<file path="config.mk">
export PLATFORM = sky130hd
export DESIGN_NAME = pvao_top
export DESIGN_NICKNAME = d
export VERILOG_FILES = /design/src/pvao_pkg.sv /design/src/pvao_cal_if.sv /design/src/pvao_scale.sv /design/src/pvao_out.sv /design/src/pvao_top.sv
export SDC_FILE = /design/constraint.sdc
export NUM_CORES = 2
export LEC_CHECK = 0
export BUFFER_PORTS_ARGS = -buffer_cell sky130_fd_sc_hd__clkbuf_2
export CORE_AREA = 2 2 420 506
export CTS_CLUSTER_DIAMETER = 80
export DETAILED_ROUTE_END_ITERATION = 8
export DIE_AREA = 0 0 422 508
export PLACE_DENSITY = 0.36
export SYNTH_ARGS = -nofsm -noshare
export SYNTH_HDL_FRONTEND = slang
export SYNTH_SLANG_ARGS = --single-unit
</file>
<file path="constraint.sdc">
create_clock -name clk -period 29.3 [get_ports clk]
set_input_delay 7.325 -clock clk [delete_from_list [all_inputs] [get_ports clk]]
set_output_delay 7.325 -clock clk [all_outputs]
set_load 0.05 [all_outputs]
</file>
<file path="src/pvao_pkg.sv">
package pvao_pkg;
  // data and port widths
  localparam int VAL_W = 16;
  localparam int ADDR_W = 4;
  localparam int NKEY = 5;
  localparam int NRELAY = 4;
  localparam int SCALE_FRAC = 8;
  localparam int GAIN_FRAC = 15;
  localparam int DIV_STEPS = 25;
  // key bit positions in the key pin vector
  localparam int KEY_UP = 0;
  localparam int KEY_DOWN = 1;
  localparam int KEY_SETPOINT = 2;
  localparam int KEY_MENU = 3;
  localparam int KEY_RESET = 4;
  // register offsets
  localparam logic [3:0] REG_LOCK = 4'h0;
  localparam logic [3:0] REG_CFG = 4'h1;
  localparam logic [3:0] REG_LOW_DISP = 4'h2;
  localparam logic [3:0] REG_LOW_OUT = 4'h3;
  localparam logic [3:0] REG_HIGH_DISP = 4'h4;
  localparam logic [3:0] REG_HIGH_OUT = 4'h5;
  localparam logic [3:0] REG_VZ = 4'h6;
  localparam logic [3:0] REG_VG = 4'h7;
  localparam logic [3:0] REG_IZ = 4'h8;
  localparam logic [3:0] REG_IG = 4'h9;
  localparam logic [3:0] REG_STATUS = 4'ha;
  localparam logic [3:0] REG_MAX = 4'hb;
  localparam logic [3:0] REG_MIN = 4'hc;
  localparam logic [3:0] REG_SCALE = 4'hd;
  localparam logic [3:0] REG_OFFSET = 4'he;
  localparam logic [3:0] REG_DAC = 4'hf;
  // lockout register fields
  localparam int LOCK_W = 5;
  localparam int LK_MAX = 0;
  localparam int LK_MIN = 1;
  localparam int LK_CAL = 2;
  localparam int LK_SO = 3;
  localparam int LK_TRIM = 4;
  localparam logic [4:0] LOCK_RST = 5'h1f;
  // configuration register fields
  localparam int CFG_W = 7;
  localparam int CF_OUT_EN = 0;
  localparam int CF_CAL_CUR = 1;
  localparam int CF_SRC = 2;
  localparam int CF_BCD_PEAK = 4;
  localparam int CF_RMAP = 5;
  localparam logic [6:0] CFG_RST = 7'h00;
  // reset values of the two scale points and trims
  localparam logic [15:0] LOW_DISP_RST = 16'h0000;
  localparam logic [15:0] LOW_OUT_RST = 16'h0000;
  localparam logic [15:0] HIGH_DISP_RST = 16'h1000;
  localparam logic [15:0] HIGH_OUT_RST = 16'h1000;
  localparam logic [15:0] TRIM_RST = 16'h0000;
  localparam logic signed [17:0] GAIN_ONE = 18'sh08000;
  typedef enum logic [1:0] {SRC_RAW = 2'b00, SRC_FILT = 2'b01,
    SRC_MAX = 2'b10, SRC_MIN = 2'b11} pvao_src_t;
  typedef enum logic [1:0] {VIEW_LIVE = 2'b00, VIEW_MAX = 2'b01,
    VIEW_MIN = 2'b10} pvao_view_t;
  typedef enum logic [1:0] {SC_IDLE = 2'b00, SC_DIV = 2'b01,
    SC_SCALE = 2'b10, SC_OFFS = 2'b11} pvao_sc_state_t;
endpackage

</file>
<file path="src/pvao_cal_if.sv">
`timescale 1ns/1ns
`default_nettype none
// scale and offset handed from the solver to the output path
interface pvao_cal_if;
  logic signed [15:0] scale;
  logic signed [15:0] offset;
  logic ready;
  modport prod(output scale, output offset, output ready);
  modport cons(input scale, input offset, input ready);
endinterface
`default_nettype wire

</file>
<file path="src/pvao_scale.sv">
`timescale 1ns/1ns
`default_nettype none
module pvao_scale (
  input wire logic clk, // system clock
  input wire logic nrst, // sync reset, active low
  input wire logic start, // points changed
  input wire logic signed [15:0] d1, // low display point
  input wire logic signed [15:0] o1, // low output point
  input wire logic signed [15:0] d2, // high display point
  input wire logic signed [15:0] o2, // high output point
  pvao_cal_if.prod cal // solved scale and offset
);
  import pvao_pkg::*;
  pvao_sc_state_t state_reg;
  logic [24:0] num_reg, quo_reg;
  logic [17:0] rem_reg;
  logic [16:0] den_reg;
  logic [4:0] cnt_reg;
  logic neg_reg, pend_reg, ready_reg;
  logic signed [15:0] scale_reg, offset_reg;
  // span differences and their magnitudes
  wire signed [16:0] dn = 17'(o2) - 17'(o1);
  wire signed [16:0] dd = 17'(d2) - 17'(d1);
  wire [16:0] dn_mag = dn[16] ? 17'(-dn) : 17'(dn);
  wire [16:0] dd_mag = dd[16] ? 17'(-dd) : 17'(dd);
  wire [17:0] rem_sh = {rem_reg[16:0], num_reg[24]};
  wire rem_ge = rem_sh >= {1'b0, den_reg};
  // quotient clamps to 15 bits of magnitude
  wire [14:0] mag15 = (|quo_reg[24:15]) ? 15'h7fff : quo_reg[14:0];
  wire signed [15:0] scale_val = neg_reg ? -$signed({1'b0, mag15}) : $signed({1'b0, mag15});
  wire signed [31:0] sd1 = scale_reg * d1;
  wire signed [32:0] off_full = 33'(o1) - 33'(sd1 >>> SCALE_FRAC);
  wire signed [15:0] off_sat = (off_full > 33'sd32767) ? 16'sh7fff :
    (off_full < -33'sd32768) ? 16'sh8000 : off_full[15:0];
  assign cal.scale = scale_reg;
  assign cal.offset = offset_reg;
  assign cal.ready = ready_reg;
  always_ff @(posedge clk) begin
    if (!nrst) begin
      state_reg <= SC_IDLE;
      num_reg <= 25'h0000000;
      quo_reg <= 25'h0000000;
      rem_reg <= 18'h00000;
      den_reg <= 17'h00000;
      cnt_reg <= 5'h00;
      neg_reg <= 1'b0;
      pend_reg <= 1'b1;
      ready_reg <= 1'b0;
      scale_reg <= 16'sh0000;
      offset_reg <= 16'sh0000;
    end else begin
      if (start) begin
        pend_reg <= 1'b1;
      end
      case (state_reg)
        SC_IDLE: begin
          if (start || pend_reg) begin
            pend_reg <= 1'b0;
            ready_reg <= 1'b0;
            num_reg <= {dn_mag, 8'h00};
            den_reg <= dd_mag;
            neg_reg <= dn[16] ^ dd[16];
            quo_reg <= 25'h0000000;
            rem_reg <= 18'h00000;
            cnt_reg <= 5'(DIV_STEPS - 1);
            state_reg <= (dd_mag == 17'h00000) ? SC_SCALE : SC_DIV;
          end
        end
        SC_DIV: begin
          num_reg <= {num_reg[23:0], 1'b0};
          rem_reg <= rem_ge ? rem_sh - {1'b0, den_reg} : rem_sh;
          quo_reg <= {quo_reg[23:0], rem_ge};
          cnt_reg <= cnt_reg - 5'h01;
          if (cnt_reg == 5'h00) begin
            state_reg <= SC_SCALE;
          end
        end
        SC_SCALE: begin
          scale_reg <= (den_reg == 17'h00000) ? 16'sh0000 : scale_val;
          state_reg <= SC_OFFS;
        end
        SC_OFFS: begin
          offset_reg <= off_sat;
          ready_reg <= 1'b1;
          state_reg <= SC_IDLE;
        end
        default: state_reg <= SC_IDLE;
      endcase
    end
  end
endmodule
`default_nettype wire

</file>
<file path="src/pvao_out.sv">
`timescale 1ns/1ns
`default_nettype none
module pvao_out (
  input wire logic clk, // system clock
  input wire logic nrst, // sync reset, active low
  pvao_cal_if.cons cal, // scale and offset
  input wire logic signed [15:0] level, // selected source value
  input wire logic enable, // analog output active
  input wire logic cal_current, // trim goes to current output
  input wire logic signed [15:0] v_zero, // voltage zero trim
  input wire logic signed [15:0] v_gain, // voltage gain trim
  input wire logic signed [15:0] i_zero, // current zero trim
  input wire logic signed [15:0] i_gain, // current gain trim
  output logic [15:0] v_code, // voltage converter code
  output logic [15:0] i_code // current converter code
);
  import pvao_pkg::*;
  function automatic logic [15:0] sat16(input logic signed [35:0] v);
    logic [15:0] r;
    r = v[15:0];
    if (v < 36'sd0) begin
      r = 16'h0000;
    end else if (v > 36'sd65535) begin
      r = 16'hffff;
    end
    return r;
  endfunction
  // display value to output level, then clamp
  wire signed [31:0] prod = cal.scale * level;
  wire signed [32:0] mapped = 33'(cal.offset) + 33'(prod >>> SCALE_FRAC);
  wire [15:0] raw_code = sat16(36'(mapped));
  wire signed [15:0] zero_sel = cal_current ? i_zero : v_zero;
  wire signed [15:0] gain_sel = cal_current ? i_gain : v_gain;
  wire signed [17:0] gfac = GAIN_ONE + 18'(gain_sel);
  wire signed [34:0] tprod = $signed({1'b0, raw_code}) * gfac;
  wire signed [35:0] trimmed = 36'(tprod >>> GAIN_FRAC) + 36'(zero_sel);
  wire [15:0] trim_code = sat16(trimmed);
  always_ff @(posedge clk) begin
    if (!nrst) begin
      v_code <= 16'h0000;
      i_code <= 16'h0000;
    end else begin
      v_code <= enable ? (cal_current ? raw_code : trim_code) : 16'h0000;
      i_code <= enable ? (cal_current ? trim_code : raw_code) : 16'h0000;
    end
  end
endmodule
`default_nettype wire

</file>
<file path="src/pvao_top.sv">
`timescale 1ns/1ns
`default_nettype none
module pvao_top (
  input wire logic clk, // 20 MHz system clock
  input wire logic nrst, // sync reset, active low
  input wire logic [pvao_pkg::ADDR_W-1:0] reg_addr, // register address
  input wire logic [15:0] reg_wdata, // write data
  input wire logic reg_wr, // write strobe
  input wire logic reg_rd, // read strobe
  output logic [15:0] reg_rdata, // read data, cycle after strobe
  input wire logic meas_valid, // new measurement pulse
  input wire logic signed [15:0] meas_raw, // unfiltered measurement
  input wire logic signed [15:0] meas_filt, // filtered measurement
  input wire logic run_mode, // meter is in run mode
  input wire logic [pvao_pkg::NKEY-1:0] key_pin, // front keys, high when pressed
  input wire logic [pvao_pkg::NRELAY-1:0] sp_active, // setpoint active states
  output logic signed [15:0] disp_value, // value on the display
  output logic disp_flash, // display flashing
  output logic signed [15:0] bcd_value, // parallel output value
  output logic dac_enable, // analog output active
  output logic [15:0] dac_v_code, // voltage converter code
  output logic [15:0] dac_i_code, // current converter code
  output logic dac_cal_current, // calibrated output is current
  output logic [pvao_pkg::NRELAY-1:0] relay // relay coils
);
  import pvao_pkg::*;

  // key pins: two flops to settle, a third for the edge
  logic [NKEY-1:0] key_press;
  genvar gk;
  generate
    for (gk = 0; gk < NKEY; gk++) begin : g_key
      logic s1_reg, s2_reg, prev_reg;
      always_ff @(posedge clk) begin
        if (!nrst) begin
          s1_reg <= 1'b0;
          s2_reg <= 1'b0;
          prev_reg <= 1'b0;
        end else begin
          s1_reg <= key_pin[gk];
          s2_reg <= s1_reg;
          prev_reg <= s2_reg;
        end
      end
      assign key_press[gk] = s2_reg & ~prev_reg;
    end
  endgenerate

  // register storage
  logic [LOCK_W-1:0] lock_reg;
  logic [CFG_W-1:0] cfg_reg;
  logic signed [15:0] low_disp_reg, low_out_reg, high_disp_reg, high_out_reg;
  logic signed [15:0] vz_reg, vg_reg, iz_reg, ig_reg;
  logic pt_wr_reg;

  // write decode with lock gating
  wire cal_open = ~lock_reg[LK_CAL];
  wire so_open = ~lock_reg[LK_SO];
  wire trim_open = ~lock_reg[LK_TRIM];
  wire wr_lock = reg_wr && (reg_addr == REG_LOCK);
  wire wr_cfg = reg_wr && (reg_addr == REG_CFG);
  wire wr_pt = reg_wr && so_open && (reg_addr >= REG_LOW_DISP) && (reg_addr <= REG_HIGH_OUT);
  wire wr_trim = reg_wr && trim_open && (reg_addr >= REG_VZ) && (reg_addr <= REG_IG);
  wire cal_bit = cal_open ? reg_wdata[CF_CAL_CUR] : cfg_reg[CF_CAL_CUR];
  wire [CFG_W-1:0] cfg_wval = {reg_wdata[CFG_W-1:CF_SRC], cal_bit, reg_wdata[CF_OUT_EN]};

  always_ff @(posedge clk) begin
    if (!nrst) begin
      lock_reg <= LOCK_RST;
      cfg_reg <= CFG_RST;
      low_disp_reg <= LOW_DISP_RST;
      low_out_reg <= LOW_OUT_RST;
      high_disp_reg <= HIGH_DISP_RST;
      high_out_reg <= HIGH_OUT_RST;
      pt_wr_reg <= 1'b0;
    end else begin
      pt_wr_reg <= wr_pt;
      if (wr_lock) lock_reg <= reg_wdata[LOCK_W-1:0];
      if (wr_cfg) cfg_reg <= cfg_wval;
      if (wr_pt && reg_addr == REG_LOW_DISP) low_disp_reg <= reg_wdata;
      if (wr_pt && reg_addr == REG_LOW_OUT) low_out_reg <= reg_wdata;
      if (wr_pt && reg_addr == REG_HIGH_DISP) high_disp_reg <= reg_wdata;
      if (wr_pt && reg_addr == REG_HIGH_OUT) high_out_reg <= reg_wdata;
    end
  end

  always_ff @(posedge clk) begin
    if (!nrst) begin
      vz_reg <= TRIM_RST;
      vg_reg <= TRIM_RST;
      iz_reg <= TRIM_RST;
      ig_reg <= TRIM_RST;
    end else begin
      if (wr_trim && reg_addr == REG_VZ) vz_reg <= reg_wdata;
      if (wr_trim && reg_addr == REG_VG) vg_reg <= reg_wdata;
      if (wr_trim && reg_addr == REG_IZ) iz_reg <= reg_wdata;
      if (wr_trim && reg_addr == REG_IG) ig_reg <= reg_wdata;
    end
  end

  // view state: key decode
  pvao_view_t view_reg, view_next;
  logic track_valid_reg;
  logic signed [15:0] max_reg, min_reg;
  wire view_open = run_mode && !lock_reg[LK_MAX] && !lock_reg[LK_MIN];
  wire viewing = view_reg != VIEW_LIVE;
  wire leave = key_press[KEY_SETPOINT] | key_press[KEY_MENU] | key_press[KEY_RESET];
  wire restart = viewing && key_press[KEY_RESET];
  assign view_next = (viewing && leave) ? VIEW_LIVE :
    (!viewing && view_open && key_press[KEY_UP]) ? VIEW_MAX :
    (!viewing && view_open && key_press[KEY_DOWN]) ? VIEW_MIN : view_reg;

  wire take_hi = meas_valid && !restart && (!track_valid_reg || meas_raw > max_reg);
  wire take_lo = meas_valid && !restart && (!track_valid_reg || meas_raw < min_reg);
  wire signed [15:0] max_next = take_hi ? meas_raw : max_reg;
  wire signed [15:0] min_next = take_lo ? meas_raw : min_reg;

  always_ff @(posedge clk) begin
    if (!nrst) begin
      track_valid_reg <= 1'b0;
      max_reg <= 16'sh0000;
      min_reg <= 16'sh0000;
    end else begin
      if (restart) begin
        track_valid_reg <= 1'b0;
      end else if (meas_valid) begin
        track_valid_reg <= 1'b1;
      end
      max_reg <= max_next;
      min_reg <= min_next;
    end
  end

  logic signed [15:0] disp_sel;
  always_comb begin
    case (view_next)
      VIEW_MAX: disp_sel = max_next;
      VIEW_MIN: disp_sel = min_next;
      VIEW_LIVE: disp_sel = meas_raw;
      default: disp_sel = meas_raw;
    endcase
  end

  always_ff @(posedge clk) begin
    if (!nrst) begin
      view_reg <= VIEW_LIVE;
      disp_value <= 16'sh0000;
      disp_flash <= 1'b0;
    end else begin
      view_reg <= view_next;
      disp_value <= disp_sel;
      disp_flash <= view_next != VIEW_LIVE;
    end
  end

  wire [1:0] src_sel = cfg_reg[CF_SRC+1:CF_SRC];
  wire signed [15:0] ana_level = (src_sel == SRC_RAW) ? meas_raw :
    (src_sel == SRC_FILT) ? meas_filt : (src_sel == SRC_MAX) ? max_reg : min_reg;
  wire cal_cur = cfg_reg[CF_CAL_CUR];
  wire en_next = cfg_reg[CF_OUT_EN] && run_mode;
  wire signed [15:0] bcd_next = cfg_reg[CF_BCD_PEAK] ? max_reg : meas_raw;

  // relay routing: four fixed permutations
  wire [1:0] rmap = cfg_reg[CF_RMAP+1:CF_RMAP];
  logic [NRELAY-1:0] relay_next;
  always_comb begin
    case (rmap)
      2'h0: relay_next = sp_active;
      2'h1: relay_next = {sp_active[3], sp_active[0], sp_active[1], sp_active[2]};
      2'h2: relay_next = {sp_active[1], sp_active[0], sp_active[3], sp_active[2]};
      2'h3: relay_next = {sp_active[1], sp_active[2], sp_active[3], sp_active[0]};
      default: relay_next = sp_active;
    endcase
  end

  // registered outputs; enable lags config by one cycle
  always_ff @(posedge clk) begin
    if (!nrst) begin
      dac_enable <= 1'b0;
      dac_cal_current <= 1'b0;
      bcd_value <= 16'sh0000;
      relay <= '0;
    end else begin
      dac_enable <= en_next;
      dac_cal_current <= cal_cur;
      bcd_value <= bcd_next;
      relay <= relay_next;
    end
  end

  // scale solver and output path
  pvao_cal_if cal_if();
  pvao_scale u_scale (
    .clk(clk),
    .nrst(nrst),
    .start(pt_wr_reg),
    .d1(low_disp_reg),
    .o1(low_out_reg),
    .d2(high_disp_reg),
    .o2(high_out_reg),
    .cal(cal_if.prod)
  );
  pvao_out u_out (
    .clk(clk),
    .nrst(nrst),
    .cal(cal_if.cons),
    .level(ana_level),
    .enable(dac_enable),
    .cal_current(dac_cal_current),
    .v_zero(vz_reg),
    .v_gain(vg_reg),
    .i_zero(iz_reg),
    .i_gain(ig_reg),
    .v_code(dac_v_code),
    .i_code(dac_i_code)
  );

  // read mux; unmapped never occurs, all 16 offsets used
  wire [15:0] status = {11'h000, cal_if.ready, track_valid_reg, disp_flash, view_reg};
  wire [15:0] rd_mux = (reg_addr == REG_LOCK) ? {11'h000, lock_reg} :
    (reg_addr == REG_CFG) ? {9'h000, cfg_reg} :
    (reg_addr == REG_LOW_DISP) ? low_disp_reg :
    (reg_addr == REG_LOW_OUT) ? low_out_reg :
    (reg_addr == REG_HIGH_DISP) ? high_disp_reg :
    (reg_addr == REG_HIGH_OUT) ? high_out_reg :
    (reg_addr == REG_VZ) ? vz_reg : (reg_addr == REG_VG) ? vg_reg :
    (reg_addr == REG_IZ) ? iz_reg : (reg_addr == REG_IG) ? ig_reg :
    (reg_addr == REG_STATUS) ? status : (reg_addr == REG_MAX) ? max_reg :
    (reg_addr == REG_MIN) ? min_reg : (reg_addr == REG_SCALE) ? cal_if.scale :
    (reg_addr == REG_OFFSET) ? cal_if.offset : dac_v_code;

  // data valid only the cycle after the strobe
  always_ff @(posedge clk) begin
    if (!nrst) begin
      reg_rdata <= 16'h0000;
    end else begin
      reg_rdata <= reg_rd ? rd_mux : 16'h0000;
    end
  end
endmodule
`default_nettype wire

</file>
==> results.py <==
metrics = {
    "status": {
        "run_status": "completed",
    },
    "synth": {
        "synth_seq_cells": 396,
        "yosysUniqueCellTypes": 103,
        "yosysMostFrequentCell": "inv_1",
        "synthTopCellsByCount": "inv_1, nand2_1, fa_1",
        "synth-edff-count": 0,
        "synth_area_leaders": "fa_1, dfxtp_1, ha_1",
        "yosysWarnings": 0,
        "synth_ff_type": "dfxtp_1",
        "mappedNetlistArea_sq_um": 52100,
        "syn_inst": 6207,
        "synth_nets": 7436,
        "synthArstFlopShare": 0,
        "synth_top_area_share": 0.277,
        "yosys.area.top_type": "fa_1",
        "yosysSeqAreaShare": 0.152,
        "postSynthAreaPerCell_sq_um": 8.40,
    },
    "floorplan": {
        "die_w_microns": 422,
        "die_area_sq_um": 214000,
        "ioPinCount": 154,
        "initial_core_util": 0.248,
        "rows": 185,
        "coreArea_sq_um": 210000,
        "die_h_microns": 508,
    },
    "place": {
        "place_ws_ps": 2570,
        "hpwl_microns": 164000,
        "portBuffers": 153,
        "gp_congestion": 0.871,
        "dp.cells": 8951,
    },
    "route": {
        "dr.pass1.iters": 5,
        "num_vias": 42400,
        "drt_iter0_drc": 2725,
        "wl_microns": 203000,
        "wl_per_cell_microns": 22.4,
        "via_per_inst": 4.68,
        "drc": 0,
        "final_antenna_net_count": 0,
    },
    "clocking": {
        "cts_tree": "done",
        "postCtsSetupBuffers": 0,
        "clk_pin_slew_ps": 60,
        "cts_buffers": 55,
        "root_buffer": "clkbuf_16",
        "clk_path_buf_depth": 3,
        "cts.htree.levels": 2,
        "cts.sinks": 396,
        "post_cts_resized": 0,
        "clock_latency_ps": 720,
        "cts_hold_buf": 0,
    },
    "sta": {
        "drv_slew": 0,
        "fin_crit_ps": 26150,
        "setup_viol": 0,
        "grt_setup_unrepaired": "false",
        "fin_skew_ps": 95.2,
        "fmax_mhz": 38.2,
        "setup_ws_ps": 3150,
        "finalCritPeriodShare": 0.892,
        "maxSlewHeadroom": 0.157,
        "finalSetupTns_ps": 0,
        "finalHoldViolations": 0,
        "tightest_slew_ps": 1260,
    },
    "cells_and_area": {
        "layout-drive-gt1-share": 0.0768,
        "final.fill_count": 23000,
        "largest_reg_flops": 25,
        "final_cells": 9058,
        "nNetsFinal": 7432,
        "areaGrowthSynthToFinish_pct": 11.2,
    },
    "critical_path": {
        "start_kind": "input pin",
        "critPathLaunch": "meas_raw[4]",
        "crit_type": "in -> reg",
        "slowest_delay_ps": 840,
        "r2r-end": "u_out.i_code[4]",
        "cp_max_fo": 16,
        "crit_top_cell": "fa_1",
        "end_kind": "flip-flop",
        "required_ps": 29810,
        "reg2reg_depth": 64,
        "regToRegSetupSlack_ps": 8910,
        "cp_data_arrival_time_ps": 26660,
        "r2r_start": "cfg_reg[2]",
        "cpMaxStageDelayCell": "nor2_2",
        "critPathCapture": "u_out.i_code[4]",
    },
    "power": {
        "p_total_mw": 2.31,
        "cellLeakagePower_nw": 27.0,
        "clkPwrFrac": 0.317,
        "seqPwrFrac": 0.270,
        "peakVddDrop_mv": 0.0697,
        "combPwrFrac": 0.413,
        "p_per_area_nw_per_um2": 39.9,
        "p_int_mw": 1.37,
        "switching_share": 0.407,
        "p_sw_uw": 940,
    },
    "global_routing": {
        "grt_pass1_wl_microns": 306000,
        "grtUsageTotal": 0.190,
        "overflow": 0,
        "first_global_vias": 45000,
        "grt_max_degree": 93,
        "grt_antenna_before_repair": 15,
    },
    "hold_path": {
        "worstHoldPathType": "reg -> reg",
    },
    "run": {
        "cap_violations": 0,
    },
}
-- power groups by stage --
stage	clock [mW]	sequential [mW]	combinational (mW)
4_1_cts	0.755	0.625	0.968
6_report	0.732	0.624	0.954
5_1_grt	0.777	0.629	1.07
3_3_place_gp	0	0.636	0.967
2_1_floorplan	0	0.628	0.672
3_5_place_dp	0	0.636	0.960
-- cell families after synthesis --
family                   count (synthesis)  synth area share
adder cells (fa/ha/maj)               1162             0.383
XOR/XNOR                               183            0.0307
flip-flops                             396             0.152
buffers and inverters                 1267            0.0925
multiplexers                           169            0.0383
AO/OA/AOI/OAI                         1006             0.125
AND/OR/NAND/NOR                       2024             0.178
-- worst max-delay path: cells and delay by family --
family          cells  cell delay [ps]
mux                 1              680
simple gates       11             3020
compound gates     25             7330
fa+ha+maj          16             7370
buf+inv             9              580
xor+xnor            2              300
-- cell type report --
type                            count  area (sq um)  area share
Clock inverter                     33           430     0.00743
Antenna cell                        5          12.5    0.000216
Tap cell                         2805          3510      0.0606
Timing Repair Buffer              245          1460      0.0251
Sequential cell                   396          7930       0.137
Multi-Input combinational cell   4544         39500       0.681
Clock buffer                       69          1530      0.0264
Inverter                          961          3610      0.0624
-- how the worst min path moves through the flow --
stage	to	slack, ps	from	cells past startpoint
detailed placement	g_key[1].s2_reg	430	g_key[1].s1_reg	1
global placement	g_key[2].s2_reg	420	g_key[2].s1_reg	1
CTS	g_key[1].s2_reg	440	g_key[1].s1_reg	1
finish	g_key[2].prev_reg	440	g_key[2].s2_reg	2
floorplan	g_key[0].s2_reg	410	g_key[0].s1_reg	1
global route	g_key[4].s2_reg	460	g_key[4].s1_reg	1
-- per-stage QoR --
| step | hold WS [ps] | utilization | instance area, sq um |
|---|---|---|---|
| 2_1_floorplan | 412 | - | 52100 |
| 3_3_place_gp | 421 | 0.266 | 56000 |
| 3_5_place_dp | 429 | 0.266 | 56000 |
| 4_1_cts | 444 | 0.276 | 57900 |
| 5_1_grt | 465 | 0.276 | 58000 |
| 6_report | 442 | 0.276 | 58000 |
-- routing by layer --
layer,share of wire,vias to the layer above,track usage,wire [microns]
met5,0.00012,-,0,24
met4,0.038,4,0.0664,7710
met3,0.028,224,0.0148,5720
met2,0.48,803,0.325,97200
met1,0.45,21400,0.252,92000
li1,-,20000,-,-
-- cell usage in the layout, fill, tap and decap left out, types with 64 or more instances in the layout --
cell,n
inv_1,958
nand2_1,831
fa_1,722
nor2_1,478
ha_1,440
dfxtp_1,394
a21oi_1,355
and2_1,247
o21ai_0,162
clkbuf_2,152
xnor2_1,118
mux2i_1,112
buf_4,92
nand2b_1,83
nand3_1,68
nor2b_1,68
nor3_1,65
xor2_1,65
a211oi_1,64
(Power assumes the default switching activity.)
